<file path="config.mk">
export PLATFORM = sky130hd
export DESIGN_NAME = function_power_status_bits
export DESIGN_NICKNAME = d
export VERILOG_FILES = /design/src/inc/fps_pkg.sv /design/src/inc/fn_stat_if.sv /design/src/design/fn_power_capture.sv /design/src/design/function_power_status_bits.sv
export SDC_FILE = /design/constraint.sdc
export NUM_CORES = 1
export LEC_CHECK = 0
export ABC_AREA = 0
export ABC_CLOCK_PERIOD_IN_PS = 1800
export BUFFER_PORTS_ARGS = -buffer_cell sky130_fd_sc_hd__buf_2
export CAP_MARGIN = 20
export CORE_UTILIZATION = 35
export DETAILED_ROUTE_END_ITERATION = 12
export PLACE_DENSITY = 0.8
export SLEW_MARGIN = 20
export SYNTH_ARGS = -nofsm -noshare
export SYNTH_HDL_FRONTEND = slang
export SYNTH_SLANG_ARGS = --single-unit
</file>
<file path="constraint.sdc">
create_clock -name aclk -period 1.8 [get_ports aclk]
set_clock_uncertainty 0.05 [all_clocks]
set_input_delay 0.18 -clock aclk [delete_from_list [all_inputs] [get_ports aclk]]
set_output_delay 0.18 -clock aclk [all_outputs]
set_load 0.02 [all_outputs]
</file>
<file path="src/inc/fps_pkg.sv">
package fps_pkg;
   // ==========================================
   // Register map
   localparam int ADDR_W = 16;
   localparam logic [ADDR_W-1:0] STATUS_ADDR = 16'h5B30;
   localparam logic [31:0] STATUS_RESET = 32'h0000_0000;
   localparam int NUM_FN = 3;  // Functions 2, 3, 4
   // ==========================================
   // Field positions
   localparam int MGMT_GATED_BIT = 29;
   localparam int RSVD_HI_BIT = 28;
   localparam int FN4_AUX_BIT = 27;
   localparam int PLAT_EN_BIT = 26;
   localparam int FN4_PWR_LSB = 24;
   localparam int FN3_AUX_BIT = 21;
   localparam int SER_EN_BIT = 20;
   localparam int FN3_PWR_LSB = 18;
   localparam int FN2_AUX_BIT = 15;
   localparam int DISK_EN_BIT = 14;
   localparam int FN2_PWR_LSB = 12;
   // Holes in 28..10 reserved; bits 31:30 and 9:0 are not in this mask
   localparam logic [31:0] RSVD_MASK = 32'h10C3_0C00;
   localparam logic [31:0] LIVE_MASK = 32'h2F3C_F000;
   // ==========================================
   // Nonvolatile load
   localparam logic [7:0] NVM_WORD_MULTI = 8'h21;
   localparam logic [7:0] NVM_WORD_SINGLE = 8'h49;
   localparam int NVM_PLAT_BIT = 12;
   localparam int NVM_SER_BIT = 13;
   localparam int NVM_DISK_BIT = 14;
   // ==========================================
   // Bus answers
   localparam logic [1:0] RESP_OKAY = 2'h0;
   localparam logic [1:0] RESP_DECERR = 2'h3;
   typedef enum logic [1:0] {
      PWR_DR,
      PWR_D0_UNINIT,
      PWR_D0_ACTIVE,
      PWR_D3
   } pwr_state_t;
endpackage

</file>
<file path="src/inc/fn_stat_if.sv">
`timescale 1ns/10ps
`default_nettype none
interface fn_stat_if;
   import fps_pkg::*;
   logic [NUM_FN-1:0] aux_raw;
   logic [NUM_FN-1:0][1:0] pwr_raw;
   logic [NUM_FN-1:0] aux_q;
   logic [NUM_FN-1:0][1:0] pwr_q;
   modport src (input aux_raw, input pwr_raw, output aux_q, output pwr_q);
   modport dst (output aux_raw, output pwr_raw, input aux_q, input pwr_q);
endinterface
`default_nettype wire

</file>
<file path="src/design/fn_power_capture.sv">
`timescale 1ns/10ps
`default_nettype none
module fn_power_capture (
   input wire logic aclk,    // Core clock
   input wire logic aresetn, // Sync reset, low
   fn_stat_if.src st         // Per-function state
);
   import fps_pkg::*;
   // ==========================================
   // One shadow per function, index 0 is function 2
   for (genvar i = 0; i < NUM_FN; i++) begin : g_fn
      always_ff @(posedge aclk) begin
         if (!aresetn) begin
            st.aux_q[i] <= 1'b0;
            st.pwr_q[i] <= 2'h0;
         end else begin
            st.aux_q[i] <= st.aux_raw[i];
            st.pwr_q[i] <= st.pwr_raw[i];
         end
      end
   end
endmodule
`default_nettype wire

</file>
<file path="src/design/function_power_status_bits.sv">
// Decided for this implementation: the AXI4-Lite slave port and the placing of the registers.
`timescale 1ns/10ps
`default_nettype none
module function_power_status_bits (
   input wire logic aclk,                         // Core clock
   input wire logic aresetn,                      // Sync reset, low
   input wire logic mgmt_clk_gated,               // Manageability clock gated
   input wire logic [fps_pkg::NUM_FN-1:0] aux_pm_en, // Aux PM enable, fn 2..4
   input wire logic [1:0] fn2_pwr,                // Fn 2 power state
   input wire logic [1:0] fn3_pwr,                // Fn 3 power state
   input wire logic [1:0] fn4_pwr,                // Fn 4 power state
   input wire logic single_port_variant,          // Selects NVM word
   input wire logic nvm_word_valid,               // NVM word strobe
   input wire logic [7:0] nvm_word_addr,          // NVM word address
   input wire logic [15:0] nvm_word_data,         // NVM word data
   input wire logic [fps_pkg::ADDR_W-1:0] awaddr, // AXI write address
   input wire logic awvalid,                      // AXI
   output logic awready,                          // AXI
   input wire logic [31:0] wdata,                 // AXI, ignored
   input wire logic [3:0] wstrb,                  // AXI, ignored
   input wire logic wvalid,                       // AXI
   output logic wready,                           // AXI
   output logic [1:0] bresp,                      // AXI
   output logic bvalid,                           // AXI
   input wire logic bready,                       // AXI
   input wire logic [fps_pkg::ADDR_W-1:0] araddr, // AXI read address
   input wire logic arvalid,                      // AXI
   output logic arready,                          // AXI
   output logic [31:0] rdata,                     // AXI
   output logic [1:0] rresp,                      // AXI
   output logic rvalid,                           // AXI
   input wire logic rready                        // AXI
);
   import fps_pkg::*;

   logic mgmt_gated_q;
   logic plat_en_q;
   logic ser_en_q;
   logic disk_en_q;
   logic awready_q;
   logic wready_q;
   logic aw_got_q;
   logic w_got_q;
   logic aw_hit_q;
   logic bvalid_q;
   logic [1:0] bresp_q;
   logic arready_q;
   logic rvalid_q;
   logic [1:0] rresp_q;
   logic [31:0] rdata_q;
   logic [31:0] status_word;
   logic nvm_hit;
   logic aw_fire;
   logic w_fire;
   logic ar_fire;
   logic ar_hit;

   fn_stat_if st ();

   assign st.aux_raw = aux_pm_en;
   assign st.pwr_raw = {fn4_pwr, fn3_pwr, fn2_pwr};

   fn_power_capture u_capture (
      .aclk(aclk),
      .aresetn(aresetn),
      .st(st)
   );

   // ==========================================
   // Status sources
   always_ff @(posedge aclk) begin
      if (!aresetn) begin
         mgmt_gated_q <= 1'b0;
      end else begin
         mgmt_gated_q <= mgmt_clk_gated;
      end
   end

   // Enables only change on a load of the selected word
   assign nvm_hit = nvm_word_valid &&
      (nvm_word_addr == (single_port_variant ? NVM_WORD_SINGLE : NVM_WORD_MULTI));

   always_ff @(posedge aclk) begin
      if (!aresetn) begin
         plat_en_q <= 1'b0;
         ser_en_q <= 1'b0;
         disk_en_q <= 1'b0;
      end else if (nvm_hit) begin
         plat_en_q <= nvm_word_data[NVM_PLAT_BIT];
         ser_en_q <= nvm_word_data[NVM_SER_BIT];
         disk_en_q <= nvm_word_data[NVM_DISK_BIT];
      end
   end

   // ==========================================
   // Register assembly; unassigned bits stay zero
   always_comb begin
      status_word = STATUS_RESET;
      status_word[MGMT_GATED_BIT] = mgmt_gated_q;
      status_word[FN4_AUX_BIT] = st.aux_q[2];
      status_word[PLAT_EN_BIT] = plat_en_q;
      status_word[FN4_PWR_LSB +: 2] = st.pwr_q[2];
      status_word[FN3_AUX_BIT] = st.aux_q[1];
      status_word[SER_EN_BIT] = ser_en_q;
      status_word[FN3_PWR_LSB +: 2] = st.pwr_q[1];
      status_word[FN2_AUX_BIT] = st.aux_q[0];
      status_word[DISK_EN_BIT] = disk_en_q;
      status_word[FN2_PWR_LSB +: 2] = st.pwr_q[0];
   end

   // ==========================================
   // AXI write side: read-only register, data dropped
   assign aw_fire = awvalid && awready_q;
   assign w_fire = wvalid && wready_q;

   always_ff @(posedge aclk) begin
      if (!aresetn) begin
         awready_q <= 1'b0;
         wready_q <= 1'b0;
         aw_got_q <= 1'b0;
         w_got_q <= 1'b0;
         aw_hit_q <= 1'b0;
         bvalid_q <= 1'b0;
         bresp_q <= RESP_OKAY;
      end else begin
         if (aw_fire) begin
            aw_got_q <= 1'b1;
            awready_q <= 1'b0;
            aw_hit_q <= (awaddr[ADDR_W-1:2] == STATUS_ADDR[ADDR_W-1:2]);
         end else if (!aw_got_q && !bvalid_q) begin
            awready_q <= 1'b1;
         end
         if (w_fire) begin
            w_got_q <= 1'b1;
            wready_q <= 1'b0;
         end else if (!w_got_q && !bvalid_q) begin
            wready_q <= 1'b1;
         end
         if (aw_got_q && w_got_q && !bvalid_q) begin
            bvalid_q <= 1'b1;
            // Hit is acknowledged but changes nothing
            bresp_q <= aw_hit_q ? RESP_OKAY : RESP_DECERR;
            aw_got_q <= 1'b0;
            w_got_q <= 1'b0;
         end else if (bvalid_q && bready) begin
            bvalid_q <= 1'b0;
         end
      end
   end

   // ==========================================
   // AXI read side
   assign ar_fire = arvalid && arready_q;
   assign ar_hit = (araddr[ADDR_W-1:2] == STATUS_ADDR[ADDR_W-1:2]);

   always_ff @(posedge aclk) begin
      if (!aresetn) begin
         arready_q <= 1'b0;
         rvalid_q <= 1'b0;
         rresp_q <= RESP_OKAY;
         rdata_q <= STATUS_RESET;
      end else if (ar_fire) begin
         arready_q <= 1'b0;
         rvalid_q <= 1'b1;
         rresp_q <= ar_hit ? RESP_OKAY : RESP_DECERR;
         rdata_q <= ar_hit ? status_word : STATUS_RESET;
      end else if (rvalid_q && rready) begin
         rvalid_q <= 1'b0;
      end else if (!rvalid_q) begin
         arready_q <= 1'b1;
      end
   end

   assign awready = awready_q;
   assign wready = wready_q;
   assign bvalid = bvalid_q;
   assign bresp = bresp_q;
   assign arready = arready_q;
   assign rvalid = rvalid_q;
   assign rresp = rresp_q;
   assign rdata = rdata_q;
endmodule
`default_nettype wire

</file>
# == Yosys cells after proc, flatten, opt, wreduce, memory -nomap -nowiden ==
# Cells that the tools add are included.
# op_classes
reduce_logical,20
bitwise_logic,3
eq_ne,3
muxes,8
# op_table
cell,n
30-bit 2-to-1 mux,1
"14-bit by 13-bit equality test with 1-bit output, second input constant",2
1-bit logical AND,10
8-bit by 7-bit equality test with 1-bit output,1
2-bit OR reduction,4
7-bit 2-to-1 mux,1
1-bit 2-to-1 mux,4
2-bit 2-to-1 mux,2
2-bit nonzero test,2
1-bit logical NOT,3
1-bit NOT,3
2-bit AND reduction,1
# totals
elab_cells,55
in_bits,111
regBits,57

# == Logic depth before layout (Yosys ltp) ==
# Gate-level depths: netlist of the first run.
# logic_depth
depth_word,3
ltp_mapped,4
depth_no_buf,3

# == Cells and area by module ==
# A second synthesis of the first run with hierarchy kept.
# unflattened
cells_unflattened,163
area_unflattened_um2,1505.2
# modules_own_cells
mod,seq_area_each_um2,n_inst,area_each_um2,cells_each
function_power_status_bits,540.5,1,1268.7,145
fn_power_capture,180.2,1,236.5,18

# == Worst setup path after synthesis of the first run ==
# Ideal clock, no wire load.
# synth_timing
path_kind,in2reg
start,in araddr[7] (netlist name)
end,reg rdata_q[12] (netlist: rdata[12])
t_required_ns,1.690
path_stages,4
setup_slack_ns,0.280
path_buffers,1
setup_time_ns,0.060
arrival_ns,1.410
path_cell_list,or4b_4 nor4_4 buf_6 a32o_2
# synth_between
elab_chain_cells,2
# synth_lines
element,line,text
start: declaration,function_power_status_bits.sv:26,"input wire logic [fps_pkg::ADDR_W-1:0] araddr,"
14-bit by 13-bit equality test with 1-bit output,function_power_status_bits.sv:154,assign ar_hit = (araddr[ADDR_W-1:2] == STATUS_ADDR[ADDR_W-1:2]);
30-bit 2-to-1 mux,function_power_status_bits.sv:166,rdata_q <= ar_hit ? status_word : STATUS_RESET;
end signal: assignment,function_power_status_bits.sv:166,
end: declaration,function_power_status_bits.sv:50,logic [31:0] rdata_q;
# No other way between the ends.
# A chain may end at the register's enable or synchronous reset.

# == Final worst setup path of the first run ==
# layout_timing
start,in araddr[7] (netlist name)
end,reg rdata_q[14] (netlist: rdata[14])
# Same word-level chain as after synthesis.

==> results.sh, run 1 <==
export IMPL_postCtsResizedCells=0
export IMPL_routed_wl_um=2880
export IMPL_postCtsSetupRepairBufs=0
export IMPL_pwr_density_cell_mw_per_mm2=816
export IMPL_place_hpwl_um=2150
export IMPL_stdcell_area_mm2=0.00193
export IMPL_synth_seq_area_share_pct=49.1
export IMPL_netlist_top_cell_by_area="dfxtp_1"
export IMPL_grt_overflow_total=0
export IMPL_die_area_mm2=0.00446
export IMPL_p_leak_nw=1.02
export IMPL_clk_pin_slew_ps=70
export IMPL_first_iter_violations=38
export IMPL_grt_pass1_wl_um=4300
export IMPL_synth_edff_count=0
export IMPL_route_detailed_drc=0
export IMPL_holdWs_ps=54.4
export IMPL_fin_tns_setup_ps=0
export IMPL_synth_main_ff_cell="dfxtp_1"
export IMPL_num_rows=23
export IMPL_antenna_found_initial=0
export IMPL_ant_nets=0
export IMPL_slowest_delay_ps=540
export IMPL_end_kind="flip-flop"
export IMPL_grt_pass1_vias=1004
export IMPL_synth_async_reset_ratio_pct=0
export IMPL_areaGrowthSynthToFinish_pct=31.4
export IMPL_r2r_start="arready"
export IMPL_hold_buffers=0
export IMPL_yosys_cell_count_top_type="dfxtp_1"
export IMPL_reg2regPathDepth=4
export IMPL_die_h_um=66.8
export IMPL_numCtsBuffers=5
export IMPL_core_area_mm2=0.00403
export IMPL_yosysWarnings=0
export IMPL_critPathRequiredTime_ps=1970
export IMPL_cp_top_family="simple AND/OR/NAND/NOR gates"
export IMPL_initial_utilization_pct=36.5
export IMPL_clock_sinks=36
export IMPL_fin_util_pct=47.9
export IMPL_synth_commonest_cells="dfxtp_1, buf_4, and2_1"
export IMPL_synth_area_mm2=0.00147
export IMPL_vias=1200
export IMPL_fp_dieW_um=66.8
export IMPL_clock_latency_ps=270
export IMPL_finalPower_mw=1.58
export IMPL_hp_class="in2reg"
export IMPL_max_cap_viol_count=0
export IMPL_drv_slew=0
export IMPL_syn_instance_count=141
export IMPL_cts_root_to_sink_buffers=2
export IMPL_boundaryPins=152
export IMPL_grt_max_degree=30
export IMPL_num_antenna_cells=0
export IMPL_max_freq_ghz=0.747
export IMPL_cts_tree="yes"
export IMPL_drive_gt1_share_pct=44.8
export IMPL_worstPathCellList="buf_2, or4b_4, nor4_4, buf_12, a32o_2"
export IMPL_placed_area_mm2=0.00185
export IMPL_start_kind="primary input"
export IMPL_nNetsFinal=333
export IMPL_synth_top_area_share_pct=49.1
export IMPL_peakVddDrop_mv=0.619
export IMPL_grt_setup_unrepaired="no"
export IMPL_startpoint="araddr[7]"
export IMPL_finalHoldViolations=0
export IMPL_finalCriticalPeriod_ps=1340
export IMPL_port_buffers=79
export IMPL_ys_ff_latch=36
export IMPL_yosysUniqueCellTypes=30
export IMPL_cp_depth=5
export IMPL_cp_max_fo=14
export IMPL_worstSetupPathType="in2reg"
export IMPL_crit_slowest_cell="or4b_4"
export IMPL_critPathBufInv=2
export IMPL_arrival_ps=1510
export IMPL_synthTopCellsByArea="dfxtp_1, buf_4, a32o_2"
export IMPL_hold_depth=2
export IMPL_outcome="completed"
export IMPL_setup_violations=0
export IMPL_final_period_utilization_pct=74.4
export IMPL_dr_pass1_iters=5
export IMPL_min_from="mgmt_clk_gated"
export IMPL_synth_area_per_cell_um2=10.4
export IMPL_grt_usage_pct=13.0
export IMPL_via_per_inst=4.40
export IMPL_gp_congestion=0.651
export IMPL_wl_per_cell_um=10.5
export IMPL_clockRootBuffer="clkbuf_8"
export IMPL_cts_max_level=2
-- cell families (layout without fill, tap and decap cells) --
logic type	Yosys count	count (layout)	synth area share [%]
multiplexers	3	3	2.04
AND/OR/NAND/NOR	42	42	19.5
other	1	19	0.255
flip-flops	36	36	49.1
buffers and inverters	33	97	14.3
AO/OA/AOI/OAI	26	26	14.8
-- placed cells by master, fill, tap and decap left out, drive strengths merged, types with 2 or more instances in the layout --
master	n
a211oi	2
a21oi	8
a32o	13
and2	10
and4b	2
buf	82
clkbuf	7
conb	19
dfxtp	36
inv	7
mux2i	3
nand2	9
nand4b	2
nor2	4
nor3	3
nor4b	2
nor4bb	3
-- area by class of cell --
cell class	count	area [um^2]
fillers	384	2100
flip-flops and latches	36	721
multi-input cells	90	606
repair buffers	82	430
clock buffers	7	76.3
well taps	50	62.6
inverters	7	26.3
clock inverters	1	8.76
-- worst register-to-register path, delay by kind of cell (launching register included) --
family / cells / cell delay (ps)
buf+inv: 1 / 180
flops: 1 / 410
simple gates: 2 / 390
compound gates: 1 / 170
-- per-layer routing --
layer | wire, um | track usage (%)
met1 | 1300 | 15.9
met2 | 1380 | 21.2
met3 | 189 | 5.65
met4 | 11 | 2.39
met5 | 0 | 0
-- state kept, by name, indices dropped and copies added, names as in the netlist --
name,count
wready,1
rresp,1
bresp,1
mgmt_gated_q,1
awready,1
bvalid,1
disk_en_q,1
arready,1
aw_hit_q,1
aw_got_q,1
ser_en_q,1
u_capture.st.pwr_q,6
rvalid,1
plat_en_q,1
rdata,13
w_got_q,1
u_capture.st.aux_q,3
-- worst paths after layout --
path | to | slack, ps
setup / recovery | rdata[14] | 460
hold reg to reg | bresp[0] | 390
setup reg to reg | rdata[14] | 550
hold / removal | mgmt_gated_q | 50
-- power by group --
| part | internal [mW] | switching, mW | total (mW) |
|---|---|---|---|
| registers | 0.824 | 0.0171 | 0.841 |
| logic | 0.0839 | 0.111 | 0.195 |
| clock network | 0.276 | 0.264 | 0.540 |
-- stage by stage --
stage,cells,setup WS (ps)
2_1_floorplan,159,280
3_3_place_gp,265,185
3_5_place_dp,265,167
4_1_cts,273,450
5_1_grt,273,417
6_report,273,461
No activity file was read; power rests on OpenSTA's default activity.
==> run 2, diff against run 1 <==
ABC_AREA = 1   (was 0)
ABC_CLOCK_PERIOD_IN_PS = 1400   (was 1800)
CORE_UTILIZATION = 36   (was 35)
PLACE_DENSITY = 0.79   (was 0.8)
clock period = 1.4 ns   (was 1.8 ns; I/O delays follow)
==> results.sh, run 2 <==
export IMPL_outcome="completed"
export IMPL_die_area_mm2=0.00471
export IMPL_synth_area_mm2=0.00160
export IMPL_synth_async_reset_ratio_pct=0
export IMPL_grt_max_degree=20
export IMPL_p_leak_nw=1.22
export IMPL_drv_slew=0
export IMPL_antenna_found_initial=0
export IMPL_synth_main_ff_cell="dfxtp_1"
export IMPL_holdWs_ps=69.7
export IMPL_whs_endpoint="wready"
export IMPL_start_kind="flip-flop"
export IMPL_clock_sinks=36
export IMPL_r2r_end="rdata[24]"
export IMPL_clk_pin_slew_ps=70
export IMPL_largest_reg_flops=13
export IMPL_core_area_mm2=0.00412
export IMPL_ys_ff_latch=36
export IMPL_yosysUniqueCellTypes=20
export IMPL_syn_instance_count=214
export IMPL_die_h_um=68.6
export IMPL_cts_root_to_sink_buffers=2
export IMPL_synth_commonest_cells="nand2_1, dfxtp_1, inv_1"
export IMPL_cts_tree="yes"
export IMPL_final_period_utilization_pct=88.7
export IMPL_hp_class="in2reg"
export IMPL_vias=1517
export IMPL_layout_common_cells="buf_2, nand2_1, dfxtp_1"
export IMPL_max_freq_ghz=0.805
export IMPL_via_per_inst=4.30
export IMPL_boundaryPins=152
export IMPL_synth_top_area_share_pct=45.1
export IMPL_yosysWarnings=0
export IMPL_max_cap_viol_count=0
export IMPL_num_antenna_cells=0
export IMPL_yosys_cell_count_top_type="nand2_1"
export IMPL_grt_setup_unrepaired="no"
export IMPL_numCtsBuffers=5
export IMPL_pwr_density_cell_mw_per_mm2=959
export IMPL_clock_latency_ps=280
export IMPL_first_iter_violations=29
export IMPL_grt_pass1_wl_um=5530
export IMPL_critPathRequiredTime_ps=1580
export IMPL_r2r_start="arready"
export IMPL_peakVddDrop_mv=0.614
export IMPL_route_detailed_drc=0
export IMPL_areaGrowthSynthToFinish_pct=31.9
export IMPL_nNetsFinal=414
export IMPL_hold_depth=4
export IMPL_synth_edff_count=0
export IMPL_final_common_cell="buf_2"
export IMPL_netlist_top_cell_by_area="dfxtp_1"
export IMPL_initial_utilization_pct=38.8
export IMPL_dr_pass1_iters=4
export IMPL_setup_violations=0
export IMPL_grt_pass1_vias=1418
export IMPL_rrSetupSlack_ps=160
export IMPL_reg2regPathDepth=6
export IMPL_cp_max_fo=14
export IMPL_routed_wl_um=3530
export IMPL_gp_congestion=0.716
export IMPL_clockRootBuffer="clkbuf_8"
export IMPL_synth_seq_area_share_pct=45.1
export IMPL_fillCellCount=418
export IMPL_wl_per_cell_um=10.0
export IMPL_port_buffers=79
export IMPL_end_kind="flip-flop"
export IMPL_grt_usage_pct=16.2
export IMPL_finalCriticalPeriod_ps=1240
export IMPL_min_from="wvalid"
export IMPL_num_rows=23
export IMPL_synthTopCellsByArea="dfxtp_1, nand2_1, buf_4"
export IMPL_finalHoldViolations=0
export IMPL_arrival_ps=1420
export IMPL_worstSetupPathType="reg2reg"
export IMPL_place_hpwl_um=2570
export IMPL_synth_area_per_cell_um2=7.46
export IMPL_drive_gt1_share_pct=31.0
export IMPL_fin_tns_setup_ps=0
export IMPL_ant_nets=0
export IMPL_grt_overflow_total=0
export IMPL_fp_dieW_um=68.6
export IMPL_cts_max_level=2
==> run 2: where the power goes <==
part	switching (mW)	internal [mW]
registers	0.0149	1.06
logic	0.166	0.116
clock network	0.327	0.338
==> run 2: worst max path at each step <==
stage               slack [ps]   endpoint  cells after the start  startpoint
floorplan                  190  rdata[12]                      7     arready
global placement           210  rdata[15]                      6     arready
detailed placement         160  rdata[24]                      6     arready
CTS                        150  rdata[24]                      6     arready
global route                40  rdata[18]                      6     arready
finish                     160  rdata[24]                      6     arready
==> run 2: area by class of cell <==
cell class                 instances  area, um^2  share of cell area [%]
multi-input combinational        132         596                    28.3
clock buffer                       6        72.6                    3.45
clock inverter                     1        5.00                   0.238
inverter                          37         139                    6.60
timing repair buffer              91         510                    24.2
sequential                        36         721                    34.2
tap                               50        62.6                    2.97
==> run 2: cells by family after synthesis <==
group | after synthesis | share of synthesized area (%)
flops | 36 | 45.1
buf+inv | 64 | 21.8
compound gates | 10 | 3.29
other cells | 1 | 0.235
simple gates | 103 | 29.5
==> run 2: timing repair <==
| item | 4_1_cts | 5_1_grt |
|---|---|---|
| hold buffers | 10 | 0 |
| setup endpoints to repair | 0 | 0 |
| resized for setup | 0 | 0 |
| setup buffers | 0 | 0 |
| hold endpoints to repair | 10 | 0 |
==> run 2: routing by layer <==
| metal | wire (um) | up-vias | GRT usage (%) |
|---|---|---|---|
| li1 | - | 796 | - |
| met1 | 1360 | 658 | 15.0 |
| met2 | 1860 | 56 | 31.9 |
| met3 | 243 | 7 | 4.77 |
| met4 | 71 | 0 | 7.29 |
| met5 | 0 | - | 0 |
==> run 2: critical path, stage by stage, from the launching register on <==
cell	delay (ps)
dfxtp_1	350
nand2_1	70
inv_2	110
nand2_2	70
nor2_4	310
nand4_1	150
nand2_1	80
==> run 2: stage by stage <==
step / power (mW) / instances / setup WS, ps / instance area [um^2] / util (%)
2_1_floorplan: 1.29 / 232 / 192 / 1660 / -
3_3_place_gp: 1.35 / 336 / 206 / 1930 / 46.9
3_5_place_dp: 1.36 / 336 / 160 / 1930 / 46.9
4_1_cts: 2.05 / 353 / 146 / 2110 / 51.2
5_1_grt: 2.13 / 353 / 42.7 / 2110 / 51.2
6_report: 2.02 / 353 / 158 / 2110 / 51.2
==> run 3, diff against run 2 <==
PLACE_DENSITY = 0.77   (was 0.79)
==> results.sh, run 3 (synthesis gave the netlist of run 2 again) <==
export IMPL_finalCriticalPeriod_ps=1240
export IMPL_switching_power_mw=0.542
export IMPL_fillCellCount=396
export IMPL_ant_nets=0
export IMPL_die_area_mm2=0.00471
export IMPL_fp_dieW_um=68.6
export IMPL_peakVddDrop_mv=0.680
export IMPL_num_rows=23
export IMPL_max_freq_ghz=0.805
export IMPL_outcome="completed"
export IMPL_place_hpwl_um=2440
export IMPL_gp_congestion=0.739
export IMPL_cp_common_cell="nand2_1"
export IMPL_clock_latency_ps=290
export IMPL_port_buffers=79
export IMPL_grt_overflow_total=0
export IMPL_drive_gt1_share_pct=31.6
export IMPL_layout_common_cells="buf_2, nand2_1, dfxtp_1"
export IMPL_crit_slowest_cell="dfxtp_1"
export IMPL_grt_max_degree=22
export IMPL_clockRootBuffer="clkbuf_8"
export IMPL_grt_setup_unrepaired="no"
export IMPL_areaGrowthSynthToFinish_pct=32.8
export IMPL_clk_pin_slew_ps=70
export IMPL_boundaryPins=152
export IMPL_max_cap_viol_count=0
export IMPL_pwr_share_seq_pct=50.8
export IMPL_comb_power_share_pct=13.3
export IMPL_die_h_um=68.6
export IMPL_routed_wl_um=3450
export IMPL_finalPower_mw=2.11
export IMPL_grt_pass1_wl_um=5420
export IMPL_wl_per_cell_um=9.75
export IMPL_final_period_utilization_pct=88.7
export IMPL_cp_top_family="simple AND/OR/NAND/NOR gates"
export IMPL_cts_root_to_sink_buffers=2
export IMPL_cts_tree="yes"
export IMPL_dr_pass1_iters=4
export IMPL_hold_buffers=10
export IMPL_end_kind="flip-flop"
export IMPL_via_per_inst=4.28
export IMPL_clkPwrFrac_pct=35.9
export IMPL_p_leak_nw=1.23
export IMPL_setup_violations=0
export IMPL_slowest_delay_ps=340
export IMPL_start_kind="flip-flop"
export IMPL_core_area_mm2=0.00412
export IMPL_antenna_found_initial=0
export IMPL_numCtsBuffers=5
export IMPL_worstPathCellList="nand2_1, inv_2, nand2_2, nor2_4, nand4_1, nand2_1"
export IMPL_r2r_start="arready"
export IMPL_grt_usage_pct=15.8
export IMPL_largest_reg_flops=13
export IMPL_critPathRequiredTime_ps=1580
export IMPL_final_common_cell="buf_2"
export IMPL_postCtsSetupRepairBufs=0
export IMPL_cp_max_fo=14
export IMPL_switching_share_pct=25.7
export IMPL_first_iter_violations=18
export IMPL_nNetsFinal=414
export IMPL_finalHoldViolations=0
export IMPL_drv_slew=0
export IMPL_critPathBufInv=1
export IMPL_min_from="wvalid"
export IMPL_route_detailed_drc=0
export IMPL_worstSetupPathType="reg2reg"
export IMPL_initial_utilization_pct=38.8
export IMPL_hp_class="in2reg"
export IMPL_fin_tns_setup_ps=0
export IMPL_startpoint="arready"
export IMPL_vias=1516
export IMPL_grt_pass1_vias=1306
export IMPL_rrSetupSlack_ps=160
export IMPL_intPower_mw=1.57
export IMPL_cts_max_level=2
export IMPL_clock_sinks=36
export IMPL_num_antenna_cells=0
export IMPL_arrival_ps=1420
export IMPL_holdWs_ps=70.4
export IMPL_postCtsResizedCells=0
export IMPL_pwr_density_cell_mw_per_mm2=994
run 3: cell count changes in the layout (fill, tap and decap cells not counted), sizes merged:
cell    before  now
clkinv       1    2
run 3: power by group through the flow:
stage | combinational (mW) | clock [mW] | sequential [mW]
floorplan | 0.180 | 0 | 1.11
global placement | 0.254 | 0 | 1.09
detailed placement | 0.259 | 0 | 1.09
CTS | 0.281 | 0.771 | 1.07
global route | 0.318 | 0.815 | 1.07
finish | 0.280 | 0.756 | 1.07
run 3: worst paths after layout:
check / to / cells after the start
hold / removal: wready / 4
hold reg to reg: bresp[0] / 1
setup / recovery: rdata[13] / 6
setup reg to reg: rdata[13] / 6
run 3: tightest hold or removal path: cells and delay by family:
family                 cells  cell delay [ps]
buffers and inverters      1               70
AND/OR/NAND/NOR            3              160
run 3: area by class of cell:
cell class	count	area, um^2	share of cell area [%]
well taps	50	62.6	2.95
clock buffers	6	82.6	3.89
clock inverters	2	10.0	0.472
repair buffers	91	510	24.1
multi-input cells	132	596	28.1
flip-flops and latches	36	721	34.0
inverters	37	139	6.55
run 3: stage by stage:
stage	std cells	worst slack, ps	instance area [um^2]	util, %
floorplan	232	192	1660	-
global placement	336	189	1930	46.9
detailed placement	336	171	1930	46.9
CTS	354	151	2120	51.5
global route	354	4.86	2120	51.5
finish	354	158	2120	51.5
run 3: metal layers:
metal	track usage [%]	vias up	routed length [um]
met1	16.9	655	1450
met2	28.8	60	1720
met3	4.61	5	240
met5	0	-	0
li1	-	796	-
met4	6.25	0	44
